File: src/design/sfi_pkg.sv
// Constants, types and helpers of the serial flash front end
package sfi_pkg;

  // ----------------------------------------------------------------
  // Opcodes seen by the front end
  // ----------------------------------------------------------------
  localparam logic [7:0] OPC_ENTER_FOUR_LINE = 8'h35;
  localparam logic [7:0] OPC_LEAVE_FOUR_LINE = 8'hF5;
  localparam logic [7:0] OPC_RESET_ARM       = 8'h66;
  localparam logic [7:0] OPC_RESET_GO        = 8'h99;

  // ----------------------------------------------------------------
  // Array facts
  // ----------------------------------------------------------------
  localparam logic [7:0]  ERASED_BYTE   = 8'hFF;
  localparam logic [8:0]  PAGE_BYTES    = 9'h100;
  localparam logic [23:0] PAGE_MASK     = 24'h00_00FF;
  localparam logic [23:0] SECTOR_MASK   = 24'h00_0FFF;
  localparam logic [23:0] BLOCK32_MASK  = 24'h00_7FFF;
  localparam logic [23:0] BLOCK64_MASK  = 24'h00_FFFF;
  localparam logic [23:0] CHIP_MASK     = 24'hFF_FFFF;
  localparam logic [23:0] WRAP8_MASK    = 24'h00_0007;
  localparam logic [23:0] WRAP16_MASK   = 24'h00_000F;
  localparam logic [23:0] WRAP32_MASK   = 24'h00_001F;
  localparam logic [23:0] WRAP64_MASK   = 24'h00_003F;
  localparam logic [23:0] ADDR_ONE      = 24'h00_0001;
  localparam logic [3:0]  BITS_PER_BYTE = 4'h8;

  // ----------------------------------------------------------------
  // Types
  // ----------------------------------------------------------------
  typedef enum logic [1:0] {LANE_ONE = 2'b00, LANE_TWO = 2'b01, LANE_FOUR = 2'b10} sfi_lanes_t;
  typedef enum logic [1:0] {ERASE_4K, ERASE_32K, ERASE_64K, ERASE_CHIP} sfi_erase_t;
  typedef enum logic [1:0] {WRAP_8, WRAP_16, WRAP_32, WRAP_64} sfi_wrap_t;
  typedef enum logic [1:0] {ST_IDLE = 2'b00, ST_OPCODE = 2'b01, ST_BODY = 2'b11} sfi_state_t;

  // ----------------------------------------------------------------
  // Helpers
  // ----------------------------------------------------------------
  function automatic logic [3:0] laneCount(sfi_lanes_t l);
    logic [3:0] n;
    n = 4'h1;
    unique case (l)
      LANE_ONE:  n = 4'h1;
      LANE_TWO:  n = 4'h2;
      LANE_FOUR: n = 4'h4;
      default:   n = 4'h1;
    endcase
    return n;
  endfunction

  // MSB first, on the highest lane
  function automatic logic [7:0] shiftIn(logic [7:0] sh, logic [3:0] io, sfi_lanes_t l);
    logic [7:0] r;
    r = {sh[6:0], io[0]};
    unique case (l)
      LANE_ONE:  r = {sh[6:0], io[0]};
      LANE_TWO:  r = {sh[5:0], io[1:0]};
      LANE_FOUR: r = {sh[3:0], io[3:0]};
      default:   r = {sh[6:0], io[0]};
    endcase
    return r;
  endfunction

  // Increment inside the mask's aligned window
  function automatic logic [23:0] wrapNext(logic [23:0] a, logic [23:0] m);
    return (a & ~m) | ((a + ADDR_ONE) & m);
  endfunction

endpackage

File: src/design/sfi_front.sv
// Serial flash front end: pin sync, mode, shifting, address unit, receive FIFO
// Functional notes
// [RULE_01] Single-line input on line 0, sampled at rising clock.
// [RULE_02] Single-line read data and status leave on line 1.
// [RULE_03] Host clock modes (0,0) and (1,1) both work.
// [RULE_04] Opcode 35h enters four-line mode from single-command mode.
// [RULE_05] Opcode: eight clocks on one line, two on four.
// [RULE_06] One mode at a time; F5h leaves; quad-enable bit ignored.
// [RULE_07] Every reset returns to single-line operation.
// [RULE_08] Four-line mode: all four pins are data lanes 0 to 3.
// [RULE_09] Double-edge reads move address and data on both edges.
// [RULE_10] Erased locations read as all ones.
// [RULE_11] Erase granules: 4K, 32K, 64K, whole chip.
// [RULE_12] Program writes 1 to 256 bytes within one page.
// [RULE_13] Read bursts of 8, 16, 32, 64 bytes wrap in aligned window.
// [RULE_14] Host drops select after power-up; nothing taken while high.
// [RULE_15] Select high: outputs released, standby.
// [RULE_16] Single-line output changes on falling clock.
// [RULE_17] Most significant bit first on every lane width.
// [RULE_18] Mode bit changes only by enter, leave opcodes and resets.
`timescale 1ns/1ps
`default_nettype none

module sfi_fifo #(
  parameter int WIDTH = 9,
  parameter int DEPTH = 8
) (
  input  wire logic             clk,
  input  wire logic             reset_n,
  input  wire logic [WIDTH-1:0] inData,
  input  wire logic             inValid,
  output logic                  inReady,
  output logic      [WIDTH-1:0] outData,
  output logic                  outValid,
  input  wire logic             outReady
);
  localparam int AW = $clog2(DEPTH);

  logic [WIDTH-1:0] mem_q [DEPTH];
  logic [AW-1:0]    wrIdx_q;
  logic [AW-1:0]    rdIdx_q;
  logic [AW:0]      count_q;
  logic             push;
  logic             pop;

  // Full and empty from the count
  assign inReady  = (count_q != (AW+1)'(DEPTH));
  assign outValid = (count_q != '0);
  assign outData  = mem_q[rdIdx_q];
  assign push     = inValid & inReady;
  assign pop      = outValid & outReady;

  // Storage, written by index
  always_ff @(posedge clk)
  begin
    if (push)
    begin
      mem_q[wrIdx_q] <= inData;
    end
  end

  // Pointers wrap at any depth
  always_ff @(posedge clk or negedge reset_n)
  begin
    if (!reset_n)
    begin
      wrIdx_q <= '0;
      rdIdx_q <= '0;
    end
    else
    begin
      if (push)
      begin
        wrIdx_q <= (wrIdx_q == AW'(DEPTH - 1)) ? '0 : wrIdx_q + AW'(1);
      end
      if (pop)
      begin
        rdIdx_q <= (rdIdx_q == AW'(DEPTH - 1)) ? '0 : rdIdx_q + AW'(1);
      end
    end
  end

  // Occupancy
  always_ff @(posedge clk or negedge reset_n)
  begin
    if (!reset_n)
    begin
      count_q <= '0;
    end
    else if (push != pop)
    begin
      count_q <= push ? count_q + (AW+1)'(1) : count_q - (AW+1)'(1);
    end
  end
endmodule

module sfi_front #(
  parameter int FIFO_DEPTH = 8
) (
  input  wire logic                clk,
  input  wire logic                reset_n,
  input  wire logic                csN,
  input  wire logic                sck,
  input  wire logic                hwResetN,
  input  wire logic [3:0]          ioIn,
  output logic      [3:0]          ioOut,
  output logic      [3:0]          ioOeN,
  output logic                     wpN,
  output logic                     holdN,
  output logic                     fourLineMode,
  input  wire sfi_pkg::sfi_lanes_t bodyLanes,
  input  wire logic                dtrEnable,
  input  wire logic                txDrive,
  input  wire logic [7:0]          txData,
  input  wire logic                txValid,
  output logic                     txReady,
  output logic [7:0]               rxData,
  output logic                     rxIsOpcode,
  output logic                     rxValid,
  input  wire logic                rxReady,
  output logic                     rxSpace,
  output logic                     rxOverrun,
  input  wire logic                addrLoad,
  input  wire logic [23:0]         addrValue,
  input  wire logic                addrStep,
  input  wire logic                programMode,
  input  wire logic                wrapEnable,
  input  wire sfi_pkg::sfi_wrap_t  wrapSize,
  input  wire sfi_pkg::sfi_erase_t eraseKind,
  output logic [23:0]              curAddr,
  output logic [8:0]               pageBytes,
  output logic                     pageFull,
  output logic [23:0]              eraseFirst,
  output logic [23:0]              eraseLast
);
  import sfi_pkg::*;

  // ----------------------------------------------------------------
  // Pin synchronisers
  // ----------------------------------------------------------------
  logic [2:0] csSync_q;
  logic [2:0] sckSync_q;
  logic [2:0] hwrSync_q;
  logic [3:0] ioS1_q;
  logic [3:0] ioS2_q;
  logic [3:0] ioS3_q;
  logic       csF_q;
  logic       sckF_q;
  logic       hwrF_q;
  logic [3:0] ioF_q;
  logic       sckAgree;
  logic       sckRise;
  logic       sckFall;
  logic [3:0] ioNow;

  // Three stages; first stage feeds only the second
  always_ff @(posedge clk or negedge reset_n)
  begin
    if (!reset_n)
    begin
      csSync_q  <= 3'h7;
      sckSync_q <= 3'h0;
      hwrSync_q <= 3'h7;
      ioS1_q    <= 4'hF;
      ioS2_q    <= 4'hF;
      ioS3_q    <= 4'hF;
    end
    else
    begin
      csSync_q  <= {csSync_q[1:0], csN};
      sckSync_q <= {sckSync_q[1:0], sck};
      hwrSync_q <= {hwrSync_q[1:0], hwResetN};
      ioS1_q    <= ioIn;
      ioS2_q    <= ioS1_q;
      ioS3_q    <= ioS2_q;
    end
  end

  // A level counts once stages two and three agree
  assign sckAgree = (sckSync_q[1] == sckSync_q[2]);
  assign sckRise  = sckAgree & sckSync_q[2] & ~sckF_q;   // [RULE_03]
  assign sckFall  = sckAgree & ~sckSync_q[2] & sckF_q;
  assign ioNow    = (ioS2_q & ~(ioS2_q ^ ioS3_q)) | (ioF_q & (ioS2_q ^ ioS3_q));

  // Filtered levels; idle clock gives no edge
  always_ff @(posedge clk or negedge reset_n)
  begin
    if (!reset_n)
    begin
      csF_q  <= 1'b1;
      sckF_q <= 1'b0;
      hwrF_q <= 1'b1;
      ioF_q  <= 4'hF;
    end
    else
    begin
      if (csSync_q[1] == csSync_q[2])
      begin
        csF_q <= csSync_q[2];
      end
      if (sckAgree)
      begin
        sckF_q <= sckSync_q[2];
      end
      if (hwrSync_q[1] == hwrSync_q[2])
      begin
        hwrF_q <= hwrSync_q[2];
      end
      ioF_q <= ioNow;
    end
  end

  // ----------------------------------------------------------------
  // Frame sequencing
  // ----------------------------------------------------------------
  sfi_state_t st_q;
  logic       armed_q;
  logic       frameStart;
  logic       frameEnd;
  logic       ddrNow;
  logic       sampleEdge;
  logic       driveEdge;
  sfi_lanes_t lanes;
  logic       quad_q;
  logic [7:0] rxShift_q;
  logic [3:0] rxCnt_q;
  logic [7:0] rxNext;
  logic [3:0] rxCntNext;
  logic       byteDone;
  logic       swReset;
  logic       hwReset;

  assign frameStart = armed_q & ~csF_q & (st_q == ST_IDLE);   // [RULE_14]
  assign frameEnd   = csF_q & (st_q != ST_IDLE);
  assign ddrNow     = dtrEnable & (st_q == ST_BODY);
  assign sampleEdge = (st_q != ST_IDLE) & ~csF_q & (sckRise | (ddrNow & sckFall));   // [RULE_01] [RULE_09]
  assign driveEdge  = (st_q == ST_BODY) & ~csF_q & (sckFall | (ddrNow & sckRise));   // [RULE_16] [RULE_09]
  assign hwReset    = ~hwrF_q;

  // Lane count: mode, then body setting
  always_comb
  begin
    if (quad_q)
    begin
      lanes = LANE_FOUR;   // [RULE_05] [RULE_08]
    end
    else if (st_q == ST_OPCODE)
    begin
      lanes = LANE_ONE;   // [RULE_05]
    end
    else
    begin
      lanes = bodyLanes;
    end
  end

  // One high select level needed after reset
  always_ff @(posedge clk or negedge reset_n)
  begin
    if (!reset_n)
    begin
      armed_q <= 1'b0;
    end
    else if (csF_q)
    begin
      armed_q <= 1'b1;   // [RULE_14]
    end
  end

  // Idle while deselected, opcode first, then the body
  always_ff @(posedge clk or negedge reset_n)
  begin
    if (!reset_n)
    begin
      st_q <= ST_IDLE;
    end
    else
    begin
      unique case (st_q)
        ST_IDLE:   st_q <= frameStart ? ST_OPCODE : ST_IDLE;
        ST_OPCODE: st_q <= csF_q ? ST_IDLE : (byteDone ? ST_BODY : ST_OPCODE);
        ST_BODY:   st_q <= csF_q ? ST_IDLE : ST_BODY;   // [RULE_15]
        default:   st_q <= ST_IDLE;
      endcase
    end
  end

  // ----------------------------------------------------------------
  // Receive shifter
  // ----------------------------------------------------------------
  assign rxNext    = shiftIn(rxShift_q, ioNow, lanes);   // [RULE_17]
  assign rxCntNext = rxCnt_q + laneCount(lanes);
  assign byteDone  = sampleEdge & ~txDrive & (rxCntNext == BITS_PER_BYTE);

  // Partial bytes die with the frame
  always_ff @(posedge clk or negedge reset_n)
  begin
    if (!reset_n)
    begin
      rxShift_q <= 8'h00;
      rxCnt_q   <= 4'h0;
    end
    else if (csF_q)
    begin
      rxCnt_q <= 4'h0;
    end
    else if (sampleEdge & ~txDrive)
    begin
      rxShift_q <= rxNext;
      rxCnt_q   <= byteDone ? 4'h0 : rxCntNext;
    end
  end

  // ----------------------------------------------------------------
  // Mode control
  // ----------------------------------------------------------------
  logic pendEnter_q;
  logic pendLeave_q;
  logic rstArm_q;
  logic pendReset_q;
  logic opcDone;

  assign opcDone = byteDone & (st_q == ST_OPCODE);
  assign swReset = frameEnd & pendReset_q;

  // Opcodes act when the frame closes
  always_ff @(posedge clk or negedge reset_n)
  begin
    if (!reset_n)
    begin
      pendEnter_q <= 1'b0;
      pendLeave_q <= 1'b0;
      pendReset_q <= 1'b0;
      rstArm_q    <= 1'b0;
    end
    else if (hwReset)
    begin
      pendEnter_q <= 1'b0;
      pendLeave_q <= 1'b0;
      pendReset_q <= 1'b0;
      rstArm_q    <= 1'b0;
    end
    else if (opcDone)
    begin
      pendEnter_q <= (rxNext == OPC_ENTER_FOUR_LINE) & ~quad_q;   // [RULE_04]
      pendLeave_q <= (rxNext == OPC_LEAVE_FOUR_LINE) & quad_q;    // [RULE_06]
      pendReset_q <= (rxNext == OPC_RESET_GO) & rstArm_q;
      rstArm_q    <= (rxNext == OPC_RESET_ARM);
    end
    else if (frameEnd)
    begin
      pendEnter_q <= 1'b0;
      pendLeave_q <= 1'b0;
      pendReset_q <= 1'b0;
    end
  end

  // Single mode bit; quad-enable ignored
  always_ff @(posedge clk or negedge reset_n)
  begin
    if (!reset_n)
    begin
      quad_q <= 1'b0;   // [RULE_07]
    end
    else if (hwReset | swReset)
    begin
      quad_q <= 1'b0;   // [RULE_07] [RULE_18]
    end
    else if (frameEnd & pendEnter_q)
    begin
      quad_q <= 1'b1;   // [RULE_04] [RULE_18]
    end
    else if (frameEnd & pendLeave_q)
    begin
      quad_q <= 1'b0;   // [RULE_06] [RULE_18]
    end
  end

  assign fourLineMode = quad_q;

  // Protect and hold pins only outside quad lanes
  assign wpN   = (quad_q | (lanes == LANE_FOUR)) ? 1'b1 : ioF_q[2];   // [RULE_08]
  assign holdN = (quad_q | (lanes == LANE_FOUR)) ? 1'b1 : ioF_q[3];   // [RULE_08]

  // ----------------------------------------------------------------
  // Transmit shifter
  // ----------------------------------------------------------------
  logic [7:0] txShift_q;
  logic [3:0] txCnt_q;
  logic [7:0] txByte;
  logic [3:0] txStep;
  logic       txLoad;

  assign txLoad  = driveEdge & txDrive & (txCnt_q == 4'h0);
  assign txReady = txLoad & txValid;
  assign txByte  = (txCnt_q != 4'h0) ? txShift_q : (txValid ? txData : ERASED_BYTE);   // [RULE_10]
  assign txStep  = laneCount(lanes);

  // Underrun sends the erased pattern
  always_ff @(posedge clk or negedge reset_n)
  begin
    if (!reset_n)
    begin
      txShift_q <= 8'h00;
      txCnt_q   <= 4'h0;
    end
    else if (csF_q | ~txDrive)
    begin
      txCnt_q <= 4'h0;
    end
    else if (driveEdge)
    begin
      txShift_q <= txByte << txStep;   // [RULE_17]
      txCnt_q   <= ((txCnt_q == 4'h0) ? BITS_PER_BYTE : txCnt_q) - txStep;
    end
  end

  // Pin drivers; released while deselected
  always_ff @(posedge clk or negedge reset_n)
  begin
    if (!reset_n)
    begin
      ioOut <= 4'h0;
      ioOeN <= 4'hF;
    end
    else if (csF_q | ~txDrive | (st_q != ST_BODY))
    begin
      ioOeN <= 4'hF;   // [RULE_15]
    end
    else if (driveEdge)
    begin
      unique case (lanes)
        LANE_ONE:
        begin
          ioOut <= {2'b00, txByte[7], 1'b0};   // [RULE_02]
          ioOeN <= 4'b1101;
        end
        LANE_TWO:
        begin
          ioOut <= {2'b00, txByte[7:6]};
          ioOeN <= 4'b1100;
        end
        LANE_FOUR:
        begin
          ioOut <= txByte[7:4];   // [RULE_08]
          ioOeN <= 4'b0000;
        end
        default:
        begin
          ioOeN <= 4'hF;
        end
      endcase
    end
  end

  // ----------------------------------------------------------------
  // Receive FIFO
  // ----------------------------------------------------------------
  logic [8:0] fifoOut;

  sfi_fifo #(
    .WIDTH (9),
    .DEPTH (FIFO_DEPTH)
  ) u_rx_fifo (
    .clk      (clk),
    .reset_n  (reset_n),
    .inData   ({st_q == ST_OPCODE, rxNext}),
    .inValid  (byteDone),
    .inReady  (rxSpace),
    .outData  (fifoOut),
    .outValid (rxValid),
    .outReady (rxReady)
  );

  assign rxData     = fifoOut[7:0];
  assign rxIsOpcode = fifoOut[8];

  // Host cannot stall, so overflow is flagged
  always_ff @(posedge clk or negedge reset_n)
  begin
    if (!reset_n)
    begin
      rxOverrun <= 1'b0;
    end
    else if (byteDone & ~rxSpace)
    begin
      rxOverrun <= 1'b1;
    end
    else if (frameStart)
    begin
      rxOverrun <= 1'b0;
    end
  end

  // ----------------------------------------------------------------
  // Address unit
  // ----------------------------------------------------------------
  logic [23:0] wrapMask;
  logic [23:0] eraseMask;

  // Burst window and erase granule sizes
  always_comb
  begin
    unique case (wrapSize)
      WRAP_8:  wrapMask = WRAP8_MASK;   // [RULE_13]
      WRAP_16: wrapMask = WRAP16_MASK;
      WRAP_32: wrapMask = WRAP32_MASK;
      WRAP_64: wrapMask = WRAP64_MASK;
    endcase
    unique case (eraseKind)
      ERASE_4K:   eraseMask = SECTOR_MASK;   // [RULE_11]
      ERASE_32K:  eraseMask = BLOCK32_MASK;
      ERASE_64K:  eraseMask = BLOCK64_MASK;
      ERASE_CHIP: eraseMask = CHIP_MASK;
    endcase
  end

  // Page wrap for program, window wrap for reads
  always_ff @(posedge clk or negedge reset_n)
  begin
    if (!reset_n)
    begin
      curAddr   <= 24'h00_0000;
      pageBytes <= 9'h000;
    end
    else if (addrLoad)
    begin
      curAddr   <= addrValue;
      pageBytes <= 9'h000;
    end
    else if (addrStep)
    begin
      if (programMode)
      begin
        curAddr   <= wrapNext(curAddr, PAGE_MASK);   // [RULE_12]
        pageBytes <= (pageBytes == PAGE_BYTES) ? pageBytes : pageBytes + 9'h001;   // [RULE_12]
      end
      else if (wrapEnable)
      begin
        curAddr <= wrapNext(curAddr, wrapMask);   // [RULE_13]
      end
      else
      begin
        curAddr <= curAddr + ADDR_ONE;
      end
    end
  end

  assign pageFull = (pageBytes == PAGE_BYTES);

  // Aligned erase range
  always_ff @(posedge clk or negedge reset_n)
  begin
    if (!reset_n)
    begin
      eraseFirst <= 24'h00_0000;
      eraseLast  <= 24'h00_0000;
    end
    else
    begin
      eraseFirst <= curAddr & ~eraseMask;   // [RULE_11]
      eraseLast  <= curAddr | eraseMask;
    end
  end
endmodule

`default_nettype wire

File: config.mk
export PLATFORM = sky130hd
export DESIGN_NAME = sfi_front
export DESIGN_NICKNAME = d
export VERILOG_FILES = /design/src/design/sfi_pkg.sv /design/src/design/sfi_front.sv
export SDC_FILE = /design/constraint.sdc
export NUM_CORES = 1
export LEC_CHECK = 0
export ABC_CLOCK_PERIOD_IN_PS = 4800
export BUFFER_PORTS_ARGS = -buffer_cell sky130_fd_sc_hd__buf_2
export CAP_MARGIN = 15
export CORE_MARGIN = 10
export CORE_UTILIZATION = 56
export DETAILED_ROUTE_END_ITERATION = 8
export PLACE_DENSITY = 0.88
export SYNTH_ARGS = -nofsm -noshare
export SYNTH_HDL_FRONTEND = slang
export SYNTH_HIERARCHICAL = 1
export SYNTH_SLANG_ARGS = --single-unit
export TNS_END_PERCENT = 10
File: constraint.sdc
create_clock -name clk -period 4.8 [get_ports clk]
set_input_delay 0.24 -clock clk [delete_from_list [all_inputs] [get_ports clk]]
set_output_delay 0.24 -clock clk [all_outputs]
set_load 0.05 [all_outputs]
==> impl_results.html <==
<table>
<tr><th>Metric</th><th>Value</th></tr>
<tr><th colspan="2">Floorplan</th></tr>
<tr><td>Die outline area</td><td>between 20000 and 25000 µm²</td></tr>
<tr><td>Initial standard-cell utilization of the core</td><td>0.573</td></tr>
<tr><td>Core outline area</td><td>16700 µm²</td></tr>
<tr><td># IOs</td><td>between 150 and 200</td></tr>
<tr><td>Core Rows</td><td>47</td></tr>
<tr><td>Die span in x</td><td>around 150 µm</td></tr>
<tr><td>Die height</td><td>151 µm</td></tr>
<tr><th colspan="2">Drt</th></tr>
<tr><td>Average routed wire per standard cell</td><td>a little over 20 µm</td></tr>
<tr><td>Detailed Routing Iterations Pass 1</td><td>5</td></tr>
<tr><td>Ratio of routed vias to standard cells</td><td>roughly 5.8</td></tr>
<tr><td>Iteration-0 DRC Markers</td><td>475</td></tr>
<tr><td>Detailed-route via count</td><td>roughly 7000</td></tr>
<tr><td>Final wirelength</td><td>~24000 µm</td></tr>
<tr><td>Detail Route Antenna Nets</td><td>0</td></tr>
<tr><td>Drc violations</td><td>0</td></tr>
<tr><th colspan="2">Pwr</th></tr>
<tr><td>Internal power summed over all cells</td><td>0.00335 W</td></tr>
<tr><td>Max VDD drop</td><td>approximately 0.00033 V</td></tr>
<tr><td>Proportion of power drawn by the clock network</td><td>0.309</td></tr>
<tr><td>Share of total power in sequential cells</td><td>0.434</td></tr>
<tr><td>Leak Pwr</td><td>just under 5 nW</td></tr>
<tr><td>P per Cell Area</td><td>between 400 and 500 nW/µm²</td></tr>
<tr><td>Net switching share of the total power</td><td>0.325</td></tr>
<tr><td>Switching power</td><td>0.00162 W</td></tr>
<tr><td>Combinational share of power</td><td>0.258</td></tr>
<tr><th colspan="2">Placed design</th></tr>
<tr><td>I/O Buffers</td><td>148</td></tr>
<tr><td>Half-perimeter wire length after detailed placement</td><td>between 15000 and 20000 µm</td></tr>
<tr><td>Final estimated routing congestion in global placement</td><td>0.860</td></tr>
<tr><th colspan="2">Layout</th></tr>
<tr><td>Diodes inserted</td><td>0</td></tr>
<tr><td>Area overhead of the layout relative to synthesis</td><td>19.5%</td></tr>
<tr><td>Ratio of cells with drive above 1 in the final layout</td><td>0.291</td></tr>
<tr><td>Final core utilization</td><td>0.685</td></tr>
<tr><td>Final net count</td><td>1026</td></tr>
<tr><th colspan="2">Synth</th></tr>
<tr><td>Most area-consuming cells after synthesis</td><td>sky130_fd_sc_hd__dfrtp_1, sky130_fd_sc_hd__edfxtp_1, sky130_fd_sc_hd__dfstp_2</td></tr>
<tr><td>Flip-flop and latch count after synthesis</td><td>207</td></tr>
<tr><td>Most instantiated flip-flop cell in the synthesis netlist</td><td>sky130_fd_sc_hd__dfrtp_1</td></tr>
<tr><td>Post-synth ARST share</td><td>0.652</td></tr>
<tr><td>Share of synthesized area occupied by flip-flops and latches</td><td>0.582</td></tr>
<tr><td>Synthesized area per cell</td><td>between 10 and 15 µm²</td></tr>
<tr><td>Warnings, synthesis</td><td>6</td></tr>
<tr><td>Number of different library cells in the post-synthesis netlist</td><td>between 70 and 80</td></tr>
<tr><td>Largest area contributor in the netlist</td><td>sky130_fd_sc_hd__dfrtp_1</td></tr>
<tr><td>Post-synthesis instance total</td><td>slightly below 800</td></tr>
<tr><td>EDFF count, synth</td><td>72</td></tr>
<tr><td>Post-synthesis instance area</td><td>between 9000 and 10000 µm²</td></tr>
<tr><td>Synth top area share</td><td>0.282</td></tr>
<tr><th colspan="2">Worst setup path</th></tr>
<tr><td>Critical path startpoint category</td><td>flop</td></tr>
<tr><td>Cell chain of the critical path</td><td>inv_1 -&gt; nand2_1 -&gt; a21o_1 -&gt; ha_1 -&gt; ha_1 -&gt; fa_1 -&gt; xnor2_1 -&gt; nand4_1 -&gt; nor2_1 -&gt; nand2_2 -&gt; ha_1 -&gt; a21o_1 -&gt; a21oi_1 -&gt; mux2i_1 -&gt; xnor2_1</td></tr>
<tr><td>Critical path class</td><td>reg2reg</td></tr>
<tr><td>Critical Path Most Common Cell</td><td>sky130_fd_sc_hd__ha_1</td></tr>
<tr><td>Slowest stage cell, crit path</td><td>sky130_fd_sc_hd__dfrtp_1</td></tr>
<tr><td>CP Buf/Inv Count</td><td>1</td></tr>
<tr><td>Kind of capture point of the worst setup path</td><td>flop</td></tr>
<tr><td>WP data arrival</td><td>about 4.6 ns</td></tr>
<tr><td>Worst-path fanout max</td><td>11</td></tr>
<tr><td>Required time at the worst-slack endpoint</td><td>approximately 5.2 ns</td></tr>
<tr><td>Top Family by Delay on Critical Path</td><td>adder cells</td></tr>
<tr><td>Peak per-stage delay on the critical path</td><td>0.43 ns</td></tr>
<tr><th colspan="2">Timing</th></tr>
<tr><td>Final setup viols</td><td>0</td></tr>
<tr><td>RSZ-0062 raised after global routing</td><td>no</td></tr>
<tr><td>Worst clock skew on the final layout</td><td>~0.02 ns</td></tr>
<tr><td>Final Cycle Share</td><td>0.881</td></tr>
<tr><td>Final count of pins violating max slew</td><td>0</td></tr>
<tr><td>Fmax</td><td>about 240 MHz</td></tr>
<tr><td>Total Neg Setup Slack</td><td>0 ns</td></tr>
<tr><td>Actual slew at the worst max-slew pin</td><td>slightly below 0.9 ns</td></tr>
<tr><td>Final count of hold timing violations</td><td>0</td></tr>
<tr><td>Max_slew headroom</td><td>0.422</td></tr>
<tr><td>Post-layout minimum cycle time</td><td>4.23 ns</td></tr>
<tr><th colspan="2">Clock network</th></tr>
<tr><td>Clock slew at the register clock pins of the worst setup and hold paths</td><td>roughly 0.060 ns</td></tr>
<tr><td>Resized cells post-CTS</td><td>0</td></tr>
<tr><td>Sinks on the clock net</td><td>207</td></tr>
<tr><td>H-tree depth</td><td>1</td></tr>
<tr><td>Insertion delay of the later-clocked pin in the worst-skew pair</td><td>0.49 ns</td></tr>
<tr><td>Clock root buffer master</td><td>sky130_fd_sc_hd__clkbuf_16</td></tr>
<tr><td>Clock tree from TritonCTS</td><td>yes</td></tr>
<tr><td>Number of buffers added by the clock tree synthesis step</td><td>21</td></tr>
<tr><td>Hold-fix buffers at CTS</td><td>35</td></tr>
<tr><td>Post-CTS Repair Setup Buffers</td><td>0</td></tr>
<tr><td>Clock Path Buffers</td><td>3</td></tr>
<tr><th colspan="2">Run status</th></tr>
<tr><td>Status</td><td>complete, no violations</td></tr>
<tr><th colspan="2">Global route</th></tr>
<tr><td>Vias in the first global route</td><td>just over 7000</td></tr>
<tr><td>Global-route wire length before repair</td><td>a little under 40000 µm</td></tr>
<tr><td>Overflow left after global routing</td><td>0</td></tr>
<tr><td>GRT Resource Usage Total</td><td>0.212</td></tr>
<tr><td>Pin count of the biggest net entering global routing</td><td>81</td></tr>
<tr><td>Antenna violations before repair</td><td>0</td></tr>
<tr><th colspan="2">Worst hold path</th></tr>
<tr><td>Hold Path Class</td><td>in2reg</td></tr>
<tr><th colspan="2">Job</th></tr>
<tr><td>Maximum Capacitance Violations</td><td>0</td></tr>
</table>
logic make-up after synthesis:
| kind of cell | synth area share |
|---|---|
| AO/OA/AOI/OAI | 0.0758 |
| XOR/XNOR | 0.0320 |
| adder cells (fa/ha/maj) | 0.0387 |
| buffers and inverters | 0.0428 |
| flip-flops | 0.582 |
| multiplexers | 0.0952 |
| other | 0.000784 |
| AND/OR/NAND/NOR | 0.133 |
final timing paths:
path | end | slack (ns) | from | cells after the start
max | u_rx_fifo/count_q[3]$_DFFE_PN0P_ | 0.57 | st_q[1]$_DFF_PN0_ | 15
min | u_rx_fifo/rdIdx_q[0]$_DFFE_PN0P_ | 0.19 | rxReady | 3
min reg2reg | sckSync_q[1]$_DFF_PN0_ | 0.36 | sckSync_q[0]$_DFF_PN0_ | 0
max in group asynchronous | asynchronous set/reset pin | 3.29 | reset_n | 3
max reg2reg | u_rx_fifo/count_q[3]$_DFFE_PN0P_ | 0.57 | st_q[1]$_DFF_PN0_ | 15
min in group asynchronous | txShift_q[0]$_DFFE_PN0P_ | 0.33 | reset_n | 2
layout make-up:
class | instances | area [µm²]
clock buffer | 32 | 591
clock inverter | 5 | 52.6
fill | 1187 | 5260
inverter | 22 | 82.6
multi-input combinational | 498 | 3640
sequential | 207 | 5570
tap | 220 | 275
timing repair buffer | 198 | 1230
worst reg2reg max path: stages, from the launching register on:
cell and delay, ns:
sky130_fd_sc_hd__dfrtp_1 0.43, sky130_fd_sc_hd__inv_1 0.09, sky130_fd_sc_hd__nand2_1 0.14, sky130_fd_sc_hd__a21o_1 0.25, sky130_fd_sc_hd__ha_1 0.30, sky130_fd_sc_hd__ha_1 0.23, sky130_fd_sc_hd__fa_1 0.40, sky130_fd_sc_hd__xnor2_1 0.28
sky130_fd_sc_hd__nand4_1 0.21, sky130_fd_sc_hd__nor2_1 0.40, sky130_fd_sc_hd__nand2_2 0.27, sky130_fd_sc_hd__ha_1 0.35, sky130_fd_sc_hd__a21o_1 0.16, sky130_fd_sc_hd__a21oi_1 0.20, sky130_fd_sc_hd__mux2i_1 0.26, sky130_fd_sc_hd__xnor2_1 0.17
cell usage after synthesis, types with 4 or more instances:
cell and n:
sky130_fd_sc_hd__a21o_1 6, sky130_fd_sc_hd__a21oi_1 21, sky130_fd_sc_hd__a22oi_1 7, sky130_fd_sc_hd__and2_1 11, sky130_fd_sc_hd__and3_1 7, sky130_fd_sc_hd__and4_1 5, sky130_fd_sc_hd__buf_1 4, sky130_fd_sc_hd__buf_2 6
sky130_fd_sc_hd__buf_4 26, sky130_fd_sc_hd__clkbuf_1 13, sky130_fd_sc_hd__dfrtp_1 108, sky130_fd_sc_hd__dfstp_2 27, sky130_fd_sc_hd__edfxtp_1 72, sky130_fd_sc_hd__ha_1 20, sky130_fd_sc_hd__inv_1 21, sky130_fd_sc_hd__maj3_1 6
sky130_fd_sc_hd__mux2_2 23, sky130_fd_sc_hd__mux2i_1 18, sky130_fd_sc_hd__mux4_2 21, sky130_fd_sc_hd__nand2_1 65, sky130_fd_sc_hd__nand2b_1 16, sky130_fd_sc_hd__nand3_1 16, sky130_fd_sc_hd__nand3b_1 4, sky130_fd_sc_hd__nand4_1 12
sky130_fd_sc_hd__nor2_1 52, sky130_fd_sc_hd__nor3_1 17, sky130_fd_sc_hd__nor4_1 11, sky130_fd_sc_hd__o21ai_0 46, sky130_fd_sc_hd__o31ai_1 4, sky130_fd_sc_hd__or2_2 4, sky130_fd_sc_hd__or2b_1 6, sky130_fd_sc_hd__or3_1 5
sky130_fd_sc_hd__xnor2_1 23, sky130_fd_sc_hd__xor2_1 12
power groups by stage:
| stage | Combinational (W) | Sequential (W) | Clock [W] |
|---|---|---|---|
| floorplan | 0.000879 | 0.00222 | 0 |
| global placement | 0.00117 | 0.00219 | 0 |
| detailed placement | 0.00120 | 0.00220 | 0 |
| CTS | 0.00124 | 0.00217 | 0.00156 |
| global route | 0.00137 | 0.00218 | 0.00164 |
| finish | 0.00128 | 0.00215 | 0.00153 |
placed cells by master, fill, tap and decap left out, types with 17 or more instances in the layout:
cell type and instances:
sky130_fd_sc_hd__buf_2 148, sky130_fd_sc_hd__dfrtp_1 108, sky130_fd_sc_hd__edfxtp_1 72, sky130_fd_sc_hd__nand2_1 65
sky130_fd_sc_hd__nor2_1 52, sky130_fd_sc_hd__o21ai_0 46, sky130_fd_sc_hd__dlygate4sd3_1 35, sky130_fd_sc_hd__dfstp_2 27
sky130_fd_sc_hd__xnor2_1 23, sky130_fd_sc_hd__mux2_2 23, sky130_fd_sc_hd__inv_1 21, sky130_fd_sc_hd__a21oi_1 21
sky130_fd_sc_hd__mux4_2 21, sky130_fd_sc_hd__clkbuf_16 21, sky130_fd_sc_hd__ha_1 20, sky130_fd_sc_hd__mux2i_1 18
sky130_fd_sc_hd__nor3_1 17
layer usage:
metal / GRT usage / up-vias / part of all wire
met1: 0.260 / 3394 / 0.38
li1: - / 3097 / -
met5: 0 / - / 0
met4: 0.0703 / 0 / 0.029
met3: 0.0534 / 55 / 0.091
met2: 0.359 / 344 / 0.50
stage by stage:
step	cells	hold WS, ns	setup WS [ns]	power [W]	cell area [µm²]
2_1_floorplan	780	-0.0556	0.772	0.00309	9620
3_3_place_gp	1108	0.322	0.924	0.00336	10400
3_5_place_dp	1108	0.321	0.643	0.00341	10400
4_1_cts	1180	0.164	0.601	0.00497	11400
5_1_grt	1182	0.212	0.194	0.00518	11400
6_report	1182	0.187	0.574	0.00497	11400
sequential cells by signal, summed over array words and instances, names as in the netlist, 2 cells and up, named ones only:
signal,flops
u_rx_fifo/rdIdx_q,3
ioOeN,3
hwrSync_q,3
csSync_q,3
u_rx_fifo/mem_q,72
st_q,2
sckSync_q,3
ioOut,4
eraseFirst,12
u_rx_fifo/wrIdx_q,3
ioS3_q,4
ioF_q,4
ioS1_q,4
txShift_q,8
txCnt_q,4
eraseLast,13
u_rx_fifo/count_q,4
ioS2_q,4
rxCnt_q,4
pageBytes,9
rxShift_q,7
curAddr,21
(Power assumes the default switching activity.)
